$ cat config.mk
export PLATFORM = sky130hd
export DESIGN_NAME = boost_mode_and_phase_config
export DESIGN_NICKNAME = d
export VERILOG_FILES = /design/src/boost_mode_pkg.sv /design/src/boost_mode_and_phase_config.sv
export SDC_FILE = /design/constraint.sdc
export NUM_CORES = 1
export LEC_CHECK = 0
export ABC_AREA = 1
export BUFFER_PORTS_ARGS = -buffer_cell sky130_fd_sc_hd__buf_2
export CELL_PAD_IN_SITES_DETAIL_PLACEMENT = 1
export CELL_PAD_IN_SITES_GLOBAL_PLACEMENT = 1
export CORE_MARGIN = 2
export CORE_UTILIZATION = 39
export CTS_BUF_LIST = sky130_fd_sc_hd__clkbuf_2 sky130_fd_sc_hd__clkbuf_4 sky130_fd_sc_hd__clkbuf_8
export CTS_CLUSTER_DIAMETER = 30
export DETAILED_ROUTE_END_ITERATION = 10
export GPL_ROUTABILITY_DRIVEN = 0
export HOLD_SLACK_MARGIN = 0.12
export PLACE_DENSITY_LB_ADDON = 0.1
export SLEW_MARGIN = 10
export SYNTH_ARGS = -nofsm -noshare
export SYNTH_HDL_FRONTEND = slang
export SYNTH_SLANG_ARGS = --single-unit
$ cat constraint.sdc
create_clock -name i_clk -period 2 [get_ports i_clk]
set_input_delay 0.2 -clock i_clk [delete_from_list [all_inputs] [get_ports i_clk]]
set_output_delay 0.2 -clock i_clk [all_outputs]
set_load 0.02 [all_outputs]
$ cat src/boost_mode_pkg.sv
package boost_mode_pkg;

  // ==========================================================
  // register access
  localparam int ADDR_W = 6;
  localparam int DATA_W = 8;
  localparam int PHASES = 4;

  localparam logic [ADDR_W-1:0] ADDR_MODE_CONTROL  = 6'h00;
  localparam logic [ADDR_W-1:0] ADDR_GATE_ENABLE   = 6'h01;
  localparam logic [ADDR_W-1:0] ADDR_PHASE_TO_RAIL = 6'h02;
  localparam logic [ADDR_W-1:0] ADDR_LOGIC1_VPHASE = 6'h0B;
  localparam logic [ADDR_W-1:0] ADDR_LOGIC2_VPHASE = 6'h0C;
  localparam logic [ADDR_W-1:0] ADDR_DIAG_STATUS   = 6'h20;

  // ==========================================================
  // mode control fields
  localparam int FIRST_RAIL_BIT   = 0;
  localparam int SECOND_RAIL_BIT  = 1;
  localparam int GATE_SUPPLY_BIT  = 2;
  localparam int SETUP_DONE_BIT   = 7;

  // ==========================================================
  // diagnostic status fields
  localparam int DIAG_MODE_LSB    = 0;
  localparam int DIAG_GSG_BIT     = 5;
  localparam int DIAG_EVER_BIT    = 6;

  // ==========================================================
  // reset values
  localparam logic [PHASES-1:0] PHASE_FIELD_RESET = 4'h0;
  localparam logic [DATA_W-1:0] RDATA_RESET       = 8'h00;

  // ==========================================================
  // operating modes
  typedef enum logic [4:0] {
    MODE_OFF         = 5'h01,
    MODE_CONFIG      = 5'h02,
    MODE_OPERATION   = 5'h04,
    MODE_FAIL_SILENT = 5'h08,
    MODE_CALIBRATION = 5'h10
  } mode_type;

endpackage : boost_mode_pkg

$ cat src/boost_mode_and_phase_config.sv
// Notes on behaviour
// - low supply or low enable pin forces off mode
// - off mode: register port and all outputs disabled
// - supply good and enable high: off goes straight to configuration
// - configuration: control and configuration read/write, diagnostics read only
// - configuration: gate supply off until a rail was enabled, rails off
// - writing setup-complete to one moves configuration to operation, or to calibration with gate supply on and rails off
// - setup-complete set: configuration registers locked except in calibration, control stays writable
// - operation: either rail switch starts the gate-drive supply
// - rail turned on only once gate supply is good
// - battery monitoring only while converters run
// - overtemperature or gate-driver fault: operation to fail-silent
// - supply under- or overvoltage also enters fail-silent
// - fail-silent: outputs and gate supply off, port works, enable restarts
// - clearing setup-complete reopens configuration write access
// - up to four internal phases over two virtual outputs
// - logic 1 virtual phase enables in bits 3..0
// - logic 2 virtual phase enables, same layout
// - phase-to-rail map bits 3..0, zero rail 1, one rail 2
// - gate enable register bits 3..0 switch physical phases
module boost_mode_and_phase_config (
  // clock and reset
  input  wire logic                                 i_clk,
  input  wire logic                                 i_rst_n,
  // supply and pin monitors
  input  wire logic                                 i_power_on_ok,
  input  wire logic                                 i_enable_pin,
  input  wire logic                                 i_undervoltage,
  input  wire logic                                 i_overvoltage,
  input  wire logic                                 i_overtemp,
  input  wire logic                                 i_gate_fault,
  input  wire logic                                 i_gate_supply_good,
  // register access
  input  wire logic                                 i_wr_en,
  input  wire logic                                 i_rd_en,
  input  wire logic [boost_mode_pkg::ADDR_W-1:0]    i_addr,
  input  wire logic [boost_mode_pkg::DATA_W-1:0]    i_wdata,
  output logic      [boost_mode_pkg::DATA_W-1:0]    o_rdata,
  output logic                                      o_rdata_valid,
  output logic                                      o_port_active,
  // supply and rail control
  output logic                                      o_gate_drive_supply_on,
  output logic                                      o_first_output_rail_on,
  output logic                                      o_second_output_rail_on,
  output logic                                      o_battery_monitor_on,
  output logic                                      o_calibrate,
  output logic      [4:0]                           o_mode,
  // phase control
  output logic      [boost_mode_pkg::PHASES-1:0]    o_phase_gate_on,
  output logic      [boost_mode_pkg::PHASES-1:0]    o_phase_rail_sel,
  output logic      [boost_mode_pkg::PHASES-1:0]    o_logic1_vphase_on,
  output logic      [boost_mode_pkg::PHASES-1:0]    o_logic2_vphase_on
);
  import boost_mode_pkg::*;

  // ==========================================================
  // state
  typedef struct packed {
    mode_type          mode;
    logic              first_rail_switch;
    logic              second_rail_switch;
    logic              gate_supply_req;
    logic              setup_complete_flag;
    logic              rail_ever_enabled;
    logic [PHASES-1:0] gate_enable;
    logic [PHASES-1:0] phase_to_rail_map;
    logic [PHASES-1:0] logic1_vphase;
    logic [PHASES-1:0] logic2_vphase;
    logic [DATA_W-1:0] rdata;
    logic              rdata_valid;
  } state_type;

  localparam state_type STATE_RESET = '{
    mode:                MODE_OFF,
    first_rail_switch:   1'b0,
    second_rail_switch:  1'b0,
    gate_supply_req:     1'b0,
    setup_complete_flag: 1'b0,
    rail_ever_enabled:   1'b0,
    gate_enable:         PHASE_FIELD_RESET,
    phase_to_rail_map:   PHASE_FIELD_RESET,
    logic1_vphase:       PHASE_FIELD_RESET,
    logic2_vphase:       PHASE_FIELD_RESET,
    rdata:               RDATA_RESET,
    rdata_valid:         1'b0
  };

  state_type state;
  state_type next_state;

  logic supply_fault;
  logic run_fault;
  logic port_on;
  logic cfg_open;
  logic rail_write_on;
  logic gate_on;
  logic rail1_on;
  logic rail2_on;
  logic              supply_up;
  logic              ctl_write;
  logic              cfg_write;
  logic              rd_take;
  logic [DATA_W-1:0] control_word;
  logic [DATA_W-1:0] diag_word;

  // ==========================================================
  // combinational helpers
  assign supply_fault = i_undervoltage | i_overvoltage;
  assign run_fault    = i_overtemp | i_gate_fault;
  assign port_on      = (state.mode != MODE_OFF);
  // configuration registers writable while setup not done, or in calibration
  assign cfg_open     = !state.setup_complete_flag || (state.mode == MODE_CALIBRATION);
  assign rail_write_on = ctl_write && (i_addr == ADDR_MODE_CONTROL)
                         && (i_wdata[FIRST_RAIL_BIT] || i_wdata[SECOND_RAIL_BIT]);

  // ==========================================================
  // register port
  assign supply_up = i_power_on_ok && i_enable_pin;
  assign ctl_write = i_wr_en && port_on;
  assign cfg_write = ctl_write && cfg_open;
  assign rd_take   = i_rd_en && port_on;
  // read-back images of the control and diagnostic registers
  assign control_word = {state.setup_complete_flag, 4'h0, state.gate_supply_req,
                         state.second_rail_switch, state.first_rail_switch};
  assign diag_word    = {1'b0, state.rail_ever_enabled, i_gate_supply_good, state.mode};

  // ==========================================================
  // gate supply and rails
  always_comb begin
    gate_on = 1'b0;
    case (state.mode)
      MODE_CONFIG: begin
        // request only counts once a rail was enabled
        gate_on = state.rail_ever_enabled && state.gate_supply_req;
      end
      MODE_OPERATION: begin
        gate_on = state.gate_supply_req || state.first_rail_switch
                  || state.second_rail_switch;
      end
      MODE_CALIBRATION: begin
        gate_on = state.gate_supply_req;
      end
      MODE_OFF: begin
        gate_on = 1'b0;
      end
      MODE_FAIL_SILENT: begin
        gate_on = 1'b0;
      end
      default: begin
        gate_on = 1'b0;
      end
    endcase
  end

  assign rail1_on = (state.mode == MODE_OPERATION) && state.first_rail_switch
                    && i_gate_supply_good;
  assign rail2_on = (state.mode == MODE_OPERATION) && state.second_rail_switch
                    && i_gate_supply_good;

  // ==========================================================
  // next state
  always_comb begin
    next_state             = state;
    next_state.rdata_valid = 1'b0;

    // register writes
    if (ctl_write) begin
      if (i_addr == ADDR_MODE_CONTROL) begin
        next_state.first_rail_switch   = i_wdata[FIRST_RAIL_BIT];
        next_state.second_rail_switch  = i_wdata[SECOND_RAIL_BIT];
        next_state.gate_supply_req     = i_wdata[GATE_SUPPLY_BIT];
        next_state.setup_complete_flag = i_wdata[SETUP_DONE_BIT];
      end else if (i_addr == ADDR_GATE_ENABLE) begin
        if (cfg_write) begin
          next_state.gate_enable = i_wdata[PHASES-1:0];
        end
      end else if (i_addr == ADDR_PHASE_TO_RAIL) begin
        if (cfg_write) begin
          next_state.phase_to_rail_map = i_wdata[PHASES-1:0];
        end
      end else if (i_addr == ADDR_LOGIC1_VPHASE) begin
        if (cfg_write) begin
          next_state.logic1_vphase = i_wdata[PHASES-1:0];
        end
      end else if (i_addr == ADDR_LOGIC2_VPHASE) begin
        if (cfg_write) begin
          next_state.logic2_vphase = i_wdata[PHASES-1:0];
        end
      end
    end

    if (rail_write_on) begin
      next_state.rail_ever_enabled = 1'b1;
    end

    // register reads, diagnostics read only
    if (rd_take) begin
      next_state.rdata_valid = 1'b1;
      if (i_addr == ADDR_MODE_CONTROL) begin
        next_state.rdata = control_word;
      end else if (i_addr == ADDR_GATE_ENABLE) begin
        next_state.rdata = {4'h0, state.gate_enable};
      end else if (i_addr == ADDR_PHASE_TO_RAIL) begin
        next_state.rdata = {4'h0, state.phase_to_rail_map};
      end else if (i_addr == ADDR_LOGIC1_VPHASE) begin
        next_state.rdata = {4'h0, state.logic1_vphase};
      end else if (i_addr == ADDR_LOGIC2_VPHASE) begin
        next_state.rdata = {4'h0, state.logic2_vphase};
      end else if (i_addr == ADDR_DIAG_STATUS) begin
        next_state.rdata = diag_word;
      end else begin
        // unmapped addresses read as zero
        next_state.rdata = RDATA_RESET;
      end
    end

    // mode sequencing
    case (state.mode)
      MODE_OFF: begin
        if (supply_up) begin
          next_state.mode = MODE_CONFIG;
        end
      end
      MODE_CONFIG: begin
        if (supply_fault) begin
          next_state.mode = MODE_FAIL_SILENT;
        end else if (next_state.setup_complete_flag && !state.setup_complete_flag) begin
          // supply on and rails off at the rising edge starts calibration
          if (state.gate_supply_req && state.rail_ever_enabled
              && !next_state.first_rail_switch && !next_state.second_rail_switch) begin
            next_state.mode = MODE_CALIBRATION;
          end else begin
            next_state.mode = MODE_OPERATION;
          end
        end
      end
      MODE_OPERATION: begin
        if (run_fault || supply_fault) begin
          next_state.mode = MODE_FAIL_SILENT;
        end else if (!next_state.setup_complete_flag) begin
          next_state.mode = MODE_CONFIG;
        end
      end
      MODE_CALIBRATION: begin
        if (supply_fault || run_fault) begin
          next_state.mode = MODE_FAIL_SILENT;
        end else if (!next_state.setup_complete_flag) begin
          next_state.mode = MODE_CONFIG;
        end
      end
      MODE_FAIL_SILENT: begin
        next_state.mode = MODE_FAIL_SILENT;
      end
      default: begin
        next_state.mode = MODE_OFF;
      end
    endcase

    // off has top priority and clears everything
    if (!supply_up) begin
      next_state = STATE_RESET;
    end
  end

  // ==========================================================
  // state register
  always_ff @(posedge i_clk or negedge i_rst_n) begin
    if (!i_rst_n) begin
      state <= STATE_RESET;
    end else begin
      state <= next_state;
    end
  end

  // ==========================================================
  // outputs
  assign o_rdata                 = state.rdata;
  assign o_rdata_valid           = state.rdata_valid;
  assign o_port_active           = port_on;
  assign o_gate_drive_supply_on  = gate_on;
  assign o_first_output_rail_on  = rail1_on;
  assign o_second_output_rail_on = rail2_on;
  assign o_battery_monitor_on    = rail1_on || rail2_on;
  assign o_calibrate             = (state.mode == MODE_CALIBRATION);
  assign o_mode                  = state.mode;

  // ==========================================================
  // phase outputs, gate and virtual-phase enables active only in operation, rail select always follows the map
  for (genvar p = 0; p < PHASES; p++) begin : g_phase
    logic mapped_rail_on;
    // a physical phase follows whichever rail the map ties it to
    assign mapped_rail_on        = state.phase_to_rail_map[p] ? rail2_on : rail1_on;
    assign o_phase_gate_on[p]    = mapped_rail_on && state.gate_enable[p];
    assign o_phase_rail_sel[p]   = state.phase_to_rail_map[p];
    assign o_logic1_vphase_on[p] = rail1_on && state.logic1_vphase[p];
    assign o_logic2_vphase_on[p] = rail2_on && state.logic2_vphase[p];
  end

endmodule : boost_mode_and_phase_config

# After elaboration in Yosys (flattened, before gate mapping)
# Cells that the tools add are included.
dict set report totals {
  input_bits 25
  out_inout_bits 36
  word_cells 115
  reg_bits 35
}
dict set report op_classes {
  n_bitwise 2
  n_eq_ne 26
  n_mux 32
  n_reduce_logical 43
}
# operator n
set op_table {}
lappend op_table {{$mux W35} 1}
lappend op_table {{$mux W7} 5}
lappend op_table {{$mux W16} 2}
lappend op_table {{$mux W4} 8}
lappend op_table {{$logic_and A1 B1 Y1} 26}
lappend op_table {{$mux W5} 5}
lappend op_table {{$pmux W5 S4} 1}
lappend op_table {{$mux W8} 2}
lappend op_table {{$ne A2 B1 Y1 const B} 8}
lappend op_table {{$eq A6 B4 Y1 const B} 2}
lappend op_table {{$mux W12} 1}
lappend op_table {{$ne A2 B2 Y1 const B} 5}
lappend op_table {{$mux W9} 1}
lappend op_table {{$reduce_and A7 Y1} 1}
lappend op_table {{$eq A6 B1 Y1 const B} 1}
lappend op_table {{$eq A6 B2 Y1 const B} 1}
lappend op_table {{$eq A6 B6 Y1 const B} 1}
lappend op_table {{$logic_not A6 Y1} 1}
lappend op_table {{$logic_or A1 B1 Y1} 6}
lappend op_table {{$reduce_and A6 Y1} 1}
lappend op_table {{$eq A5 B1 Y1 const B} 1}
lappend op_table {{$eq A5 B2 Y1 const B} 1}
lappend op_table {{$eq A5 B3 Y1 const B} 1}
lappend op_table {{$eq A5 B4 Y1 const B} 1}
lappend op_table {{other kinds (12)} 20}

# Longest topological paths before layout
dict set report logic_depth {
  word_depth 11
  ltp_mapped 10
  mapped_depth_nobuf 10
}

# Worst setup path after synthesis
# Ideal clock, no wire load.
dict set report synth_path {
  kind {register -> output}
  startpoint {register state (netlist bit o_mode[1])}
  endpoint {output o_phase_gate_on[0] (netlist name)}
  path_stages_with_launch 10
  n_path_buf 0
  required_time_ns 1.800
  arrival_ns 1.696
  path_slack_ns 0.104
  cell_sequence {dfrtp_1 > inv_2 > nand2_1 > nor2_1 > nand2_1 > inv_2 > nand2_1 > nor2_1 > inv_2 > a21oi_1}
}
dict set report synth_via {
  elab_chain_len 5
  elab_cells_between_ends 7
  cone_classes {eq/ne: 1; mux: 1; reduce/logical: 5}
}
# element line
set synth_lines {}
lappend synth_lines {{start, declared} boost_mode_and_phase_config.sv:88} ;# state_type state;
lappend synth_lines {{start signal, assigned} boost_mode_and_phase_config.sv:271} ;# state <= next_state;
lappend synth_lines {{$eq A5 B3 Y1} boost_mode_and_phase_config.sv:157} ;# assign rail2_on = (state.mode == MODE_OPERATION) && state.second_rail_switch
lappend synth_lines {{$logic_and A1 B1 Y1} boost_mode_and_phase_config.sv:157}
lappend synth_lines {{$logic_and A1 B1 Y1} boost_mode_and_phase_config.sv:158} ;# && i_gate_supply_good;
lappend synth_lines {{via o_second_output_rail_on} boost_mode_and_phase_config.sv:44} ;# output logic o_second_output_rail_on,
lappend synth_lines {{$mux W1} boost_mode_and_phase_config.sv:292} ;# assign mapped_rail_on = state.phase_to_rail_map[p] ? rail2_on : rail1_on;
lappend synth_lines {{$logic_and A1 B1 Y1} boost_mode_and_phase_config.sv:293} ;# assign o_phase_gate_on[p] = mapped_rail_on && state.gate_enable[p];
lappend synth_lines {{end, declared} boost_mode_and_phase_config.sv:49} ;# output logic [boost_mode_pkg::PHASES-1:0] o_phase_gate_on,
# The timed path passes the listed nets, and every way through them passes these cells.

# Final worst setup path
dict set report layout_path {
  startpoint {register state (netlist bit o_mode[1])}
  endpoint {output o_phase_gate_on[0] (netlist name)}
}
dict set report layout_via {
  elab_chain_len 5
  elab_cells_between_ends 7
  cone_classes {eq/ne: 1; mux: 1; reduce/logical: 5}
}
# element line
set layout_lines {}
lappend layout_lines {{$eq A5 B3 Y1 (*)} {boost_mode_and_phase_config.sv:155, boost_mode_and_phase_config.sv:157}}
lappend layout_lines {{$logic_and A1 B1 Y1 (on tied branches)} {boost_mode_and_phase_config.sv:155, boost_mode_and_phase_config.sv:157}}
lappend layout_lines {{$logic_and A1 B1 Y1 (on tied branches)} {boost_mode_and_phase_config.sv:156, boost_mode_and_phase_config.sv:158}}
lappend layout_lines {{$mux W1 (*)} boost_mode_and_phase_config.sv:292}
lappend layout_lines {{$logic_and A1 B1 Y1 (*)} boost_mode_and_phase_config.sv:293}
# Mark *: on every way between the ends. The rest lies on a longest branch, timed or not.

==> run metrics <==
LEAKAGE 0.001424 µW; die area 0.006459 mm²; highest clock rate 519.6 MHz; placed cell count 418; fin crit period 1.925 ns; CTS root buf clkbuf_8; layout cells sized above 1 0.3315; dpl ws 0.1652 ns; final net count 380; RSZ-0062 raised after global routing true; Clk Latency, worst-skew pair 0.29 ns; Mapped Avg Cell Area 7.434 µm²; final slew viol count 0; global-route wire length before repair 10,400 µm; Crit path required time 1.80 ns; sequential-to-total area share from yosys stat 0.3856; Synth cell types 28; startpoint class of the critical path flop; DRC viols 0; vias per inst 5.021; Post-Route WL 6381 µm; cts bufs inserted 5; gr ovfl total 0; commonest non-fill, non-tap cells in the layout nand2_1 (89), buf_2 (49), dfrtp_1 (34), inv_1 (28), nor2_1 (22); R2R cell count 11; final setup vio count 0; post-synthesis register bit count 35; Fin Hold WS 0.1789 ns; TritonCTS clock tree built; Layout area overhead 19.91%; n_diodes 0; syn nets 331; setup ws final 0.07548 ns; Critical Path Fanout Max 6; CP endpoint o_phase_gate_on[0]; via count 2,149; Worst R2R Start o_mode[2]$_DFFE_PN0P_; synthesized instance count 306; Num Clock Sinks 35; Die Y 80.37 µm; max cap viols 0; initial antenna violation count 0; Port Buffers 57; H-tree depth 2; P per Cell Area 606.5 mW/mm²; Synth Cell Area 0.002275 mm²; slew margin rel. 0.4440; pin count of the biggest net entering global routing 36; CP Launch Point o_mode[1]$_DFFE_PN0P_; Routed Antenna Nets 0; commonest non-fill, non-tap cell in the layout nand2_1; non-filler instance count after layout 428; Max Buffers Root-to-Sink 2; Reg clk slew, reported paths 0.07 ns; status complete, no violations; Worst Skew 0.003661 ns; HPWL after DPL 5004 µm; worst hold-check path type in2reg; starting density of the core 0.4081; Yosys warnings 0; start-to-end type of the worst setup path reg2out; GR Util All Layers 0.2146; final hold viol count 0; WL/cell 14.91 µm; DRT Pass-1 Iters 4; maximum VDD drop 322.5 µV; initial drt markers 91; worst-margin pin slew 0.8340 ns; # rows 27; core area 0.005574 mm²; WP data arrival 1.72 ns; vias in the first global route 2,099; Final Cycle Share 0.9623; WHS Path Cells 3; IO Pins 61; CP Capture Type primary output; r2r endpoint o_mode[2]$_DFFE_PN0P_; FF-to-FF setup slack 0.38 ns; Die X 80.37 µm
-- repair_timing --
item                                    in CTS  in global routing
gates cloned                                 0                  0
buffers inserted                             1                  0
hold buffers                                 1                  0
endpoints found under the setup margin      13                 13
endpoints found under the hold margin       34                  0
resized for setup                            3                 19
pin swaps                                    1                  3
-- worst min path at each step --
stage               startpoint                               to
floorplan              i_rst_n        control_word[0]$_DFF_PN0_
global route           i_rd_en          o_rdata_valid$_DFF_PN0_
CTS                 i_wdata[2]      control_word[2]$_DFFE_PN0P_
finish              i_wdata[2]      control_word[2]$_DFFE_PN0P_
detailed placement     i_rst_n            state[21]$_DFFE_PN0P_
global placement       i_rst_n  o_phase_rail_sel[1]$_DFFE_PN0P_
-- critical path: stages, from the launching register on --
cell and delay (ns):
dfrtp_1 0.39, inv_2 0.10, nand2_4 0.07, nor2_4 0.12, nand2_1 0.07, inv_2 0.08
nand2_2 0.06, nor2_4 0.19, o21ai_1 0.10, a21oi_1 0.11, buf_4 0.15
-- per-stage QoR --
step,setup TNS (ns),power (µW),instance area (µm²),utilization
global route,-0.1522,1732,2728,0.4893
global placement,0,982.1,2525,0.4530
floorplan,0,905.3,2275,-
detailed placement,0,987.9,2525,0.4530
finish,0,1654,2728,0.4893
CTS,0,1669,2670,0.4790
-- flip-flops by register name, indices dropped and copies added (netlist names) --
register          flops
o_rdata               8
state                12
control_word          4
o_mode                5
diag_word             1
o_phase_rail_sel      4
o_rdata_valid         1
-- area by class of cell --
class	instances	area, µm²
clock buffer	6	82.58
multi-input combinational	215	1164
timing repair buffer	61	337.8
clock inverter	2	35.03
sequential	35	877.1
inverter	37	141.4
tap	72	90.09
fill	724	2846
-- cells in the mapped netlist --
library cell	count	area, µm²
nand2_1	91	341.6
dfrtp_1	34	850.8
inv_1	28	105.1
nor2_1	27	101.4
o21ai_1	22	110.1
buf_4	18	135.1
a21oi_1	11	55.05
nand3_1	10	50.05
nand4_1	10	62.56
inv_2	9	33.78
o21ai_0	7	35.03
nand2_2	6	37.54
nor2_2	5	31.28
nor2_4	5	56.30
nand2_4	3	33.78
nand3_2	3	30.03
o211ai_1	3	22.52
nand4_2	2	25.02
nor3_1	2	10.01
o21ai_4	2	32.53
a21oi_2	1	8.760
a32o_1	1	10.01
buf_2	1	5.000
dfstp_2	1	26.28
nand3_4	1	17.52
nor3_2	1	10.01
nor3_4	1	16.27
o211ai_4	1	21.27
-- where the power goes --
| part | switching [µW] | internal, µW | total, µW |
|---|---|---|---|
| registers | 22.8 | 733 | 756 |
| clock network | 269 | 403 | 673 |
| logic | 156 | 70.1 | 226 |
| total | 448 | 1210 | 1650 |
-- cells by family after synthesis --
family / count (synthesis) / share of synthesized area
simple gates: 167 / 0.3619
buf+inv: 56 / 0.1227
compound gates: 48 / 0.1298
flops: 35 / 0.3856
-- routing by layer --
metal	wire (µm)	GRT usage	vias to the layer above
li1	-	-	1068
met2	2977	0.3458	47
met1	3040	0.2970	1027
met3	291	0.03820	7
met4	72	0.05593	0
met5	0	0	-
No activity file was read; power rests on OpenSTA's default activity.
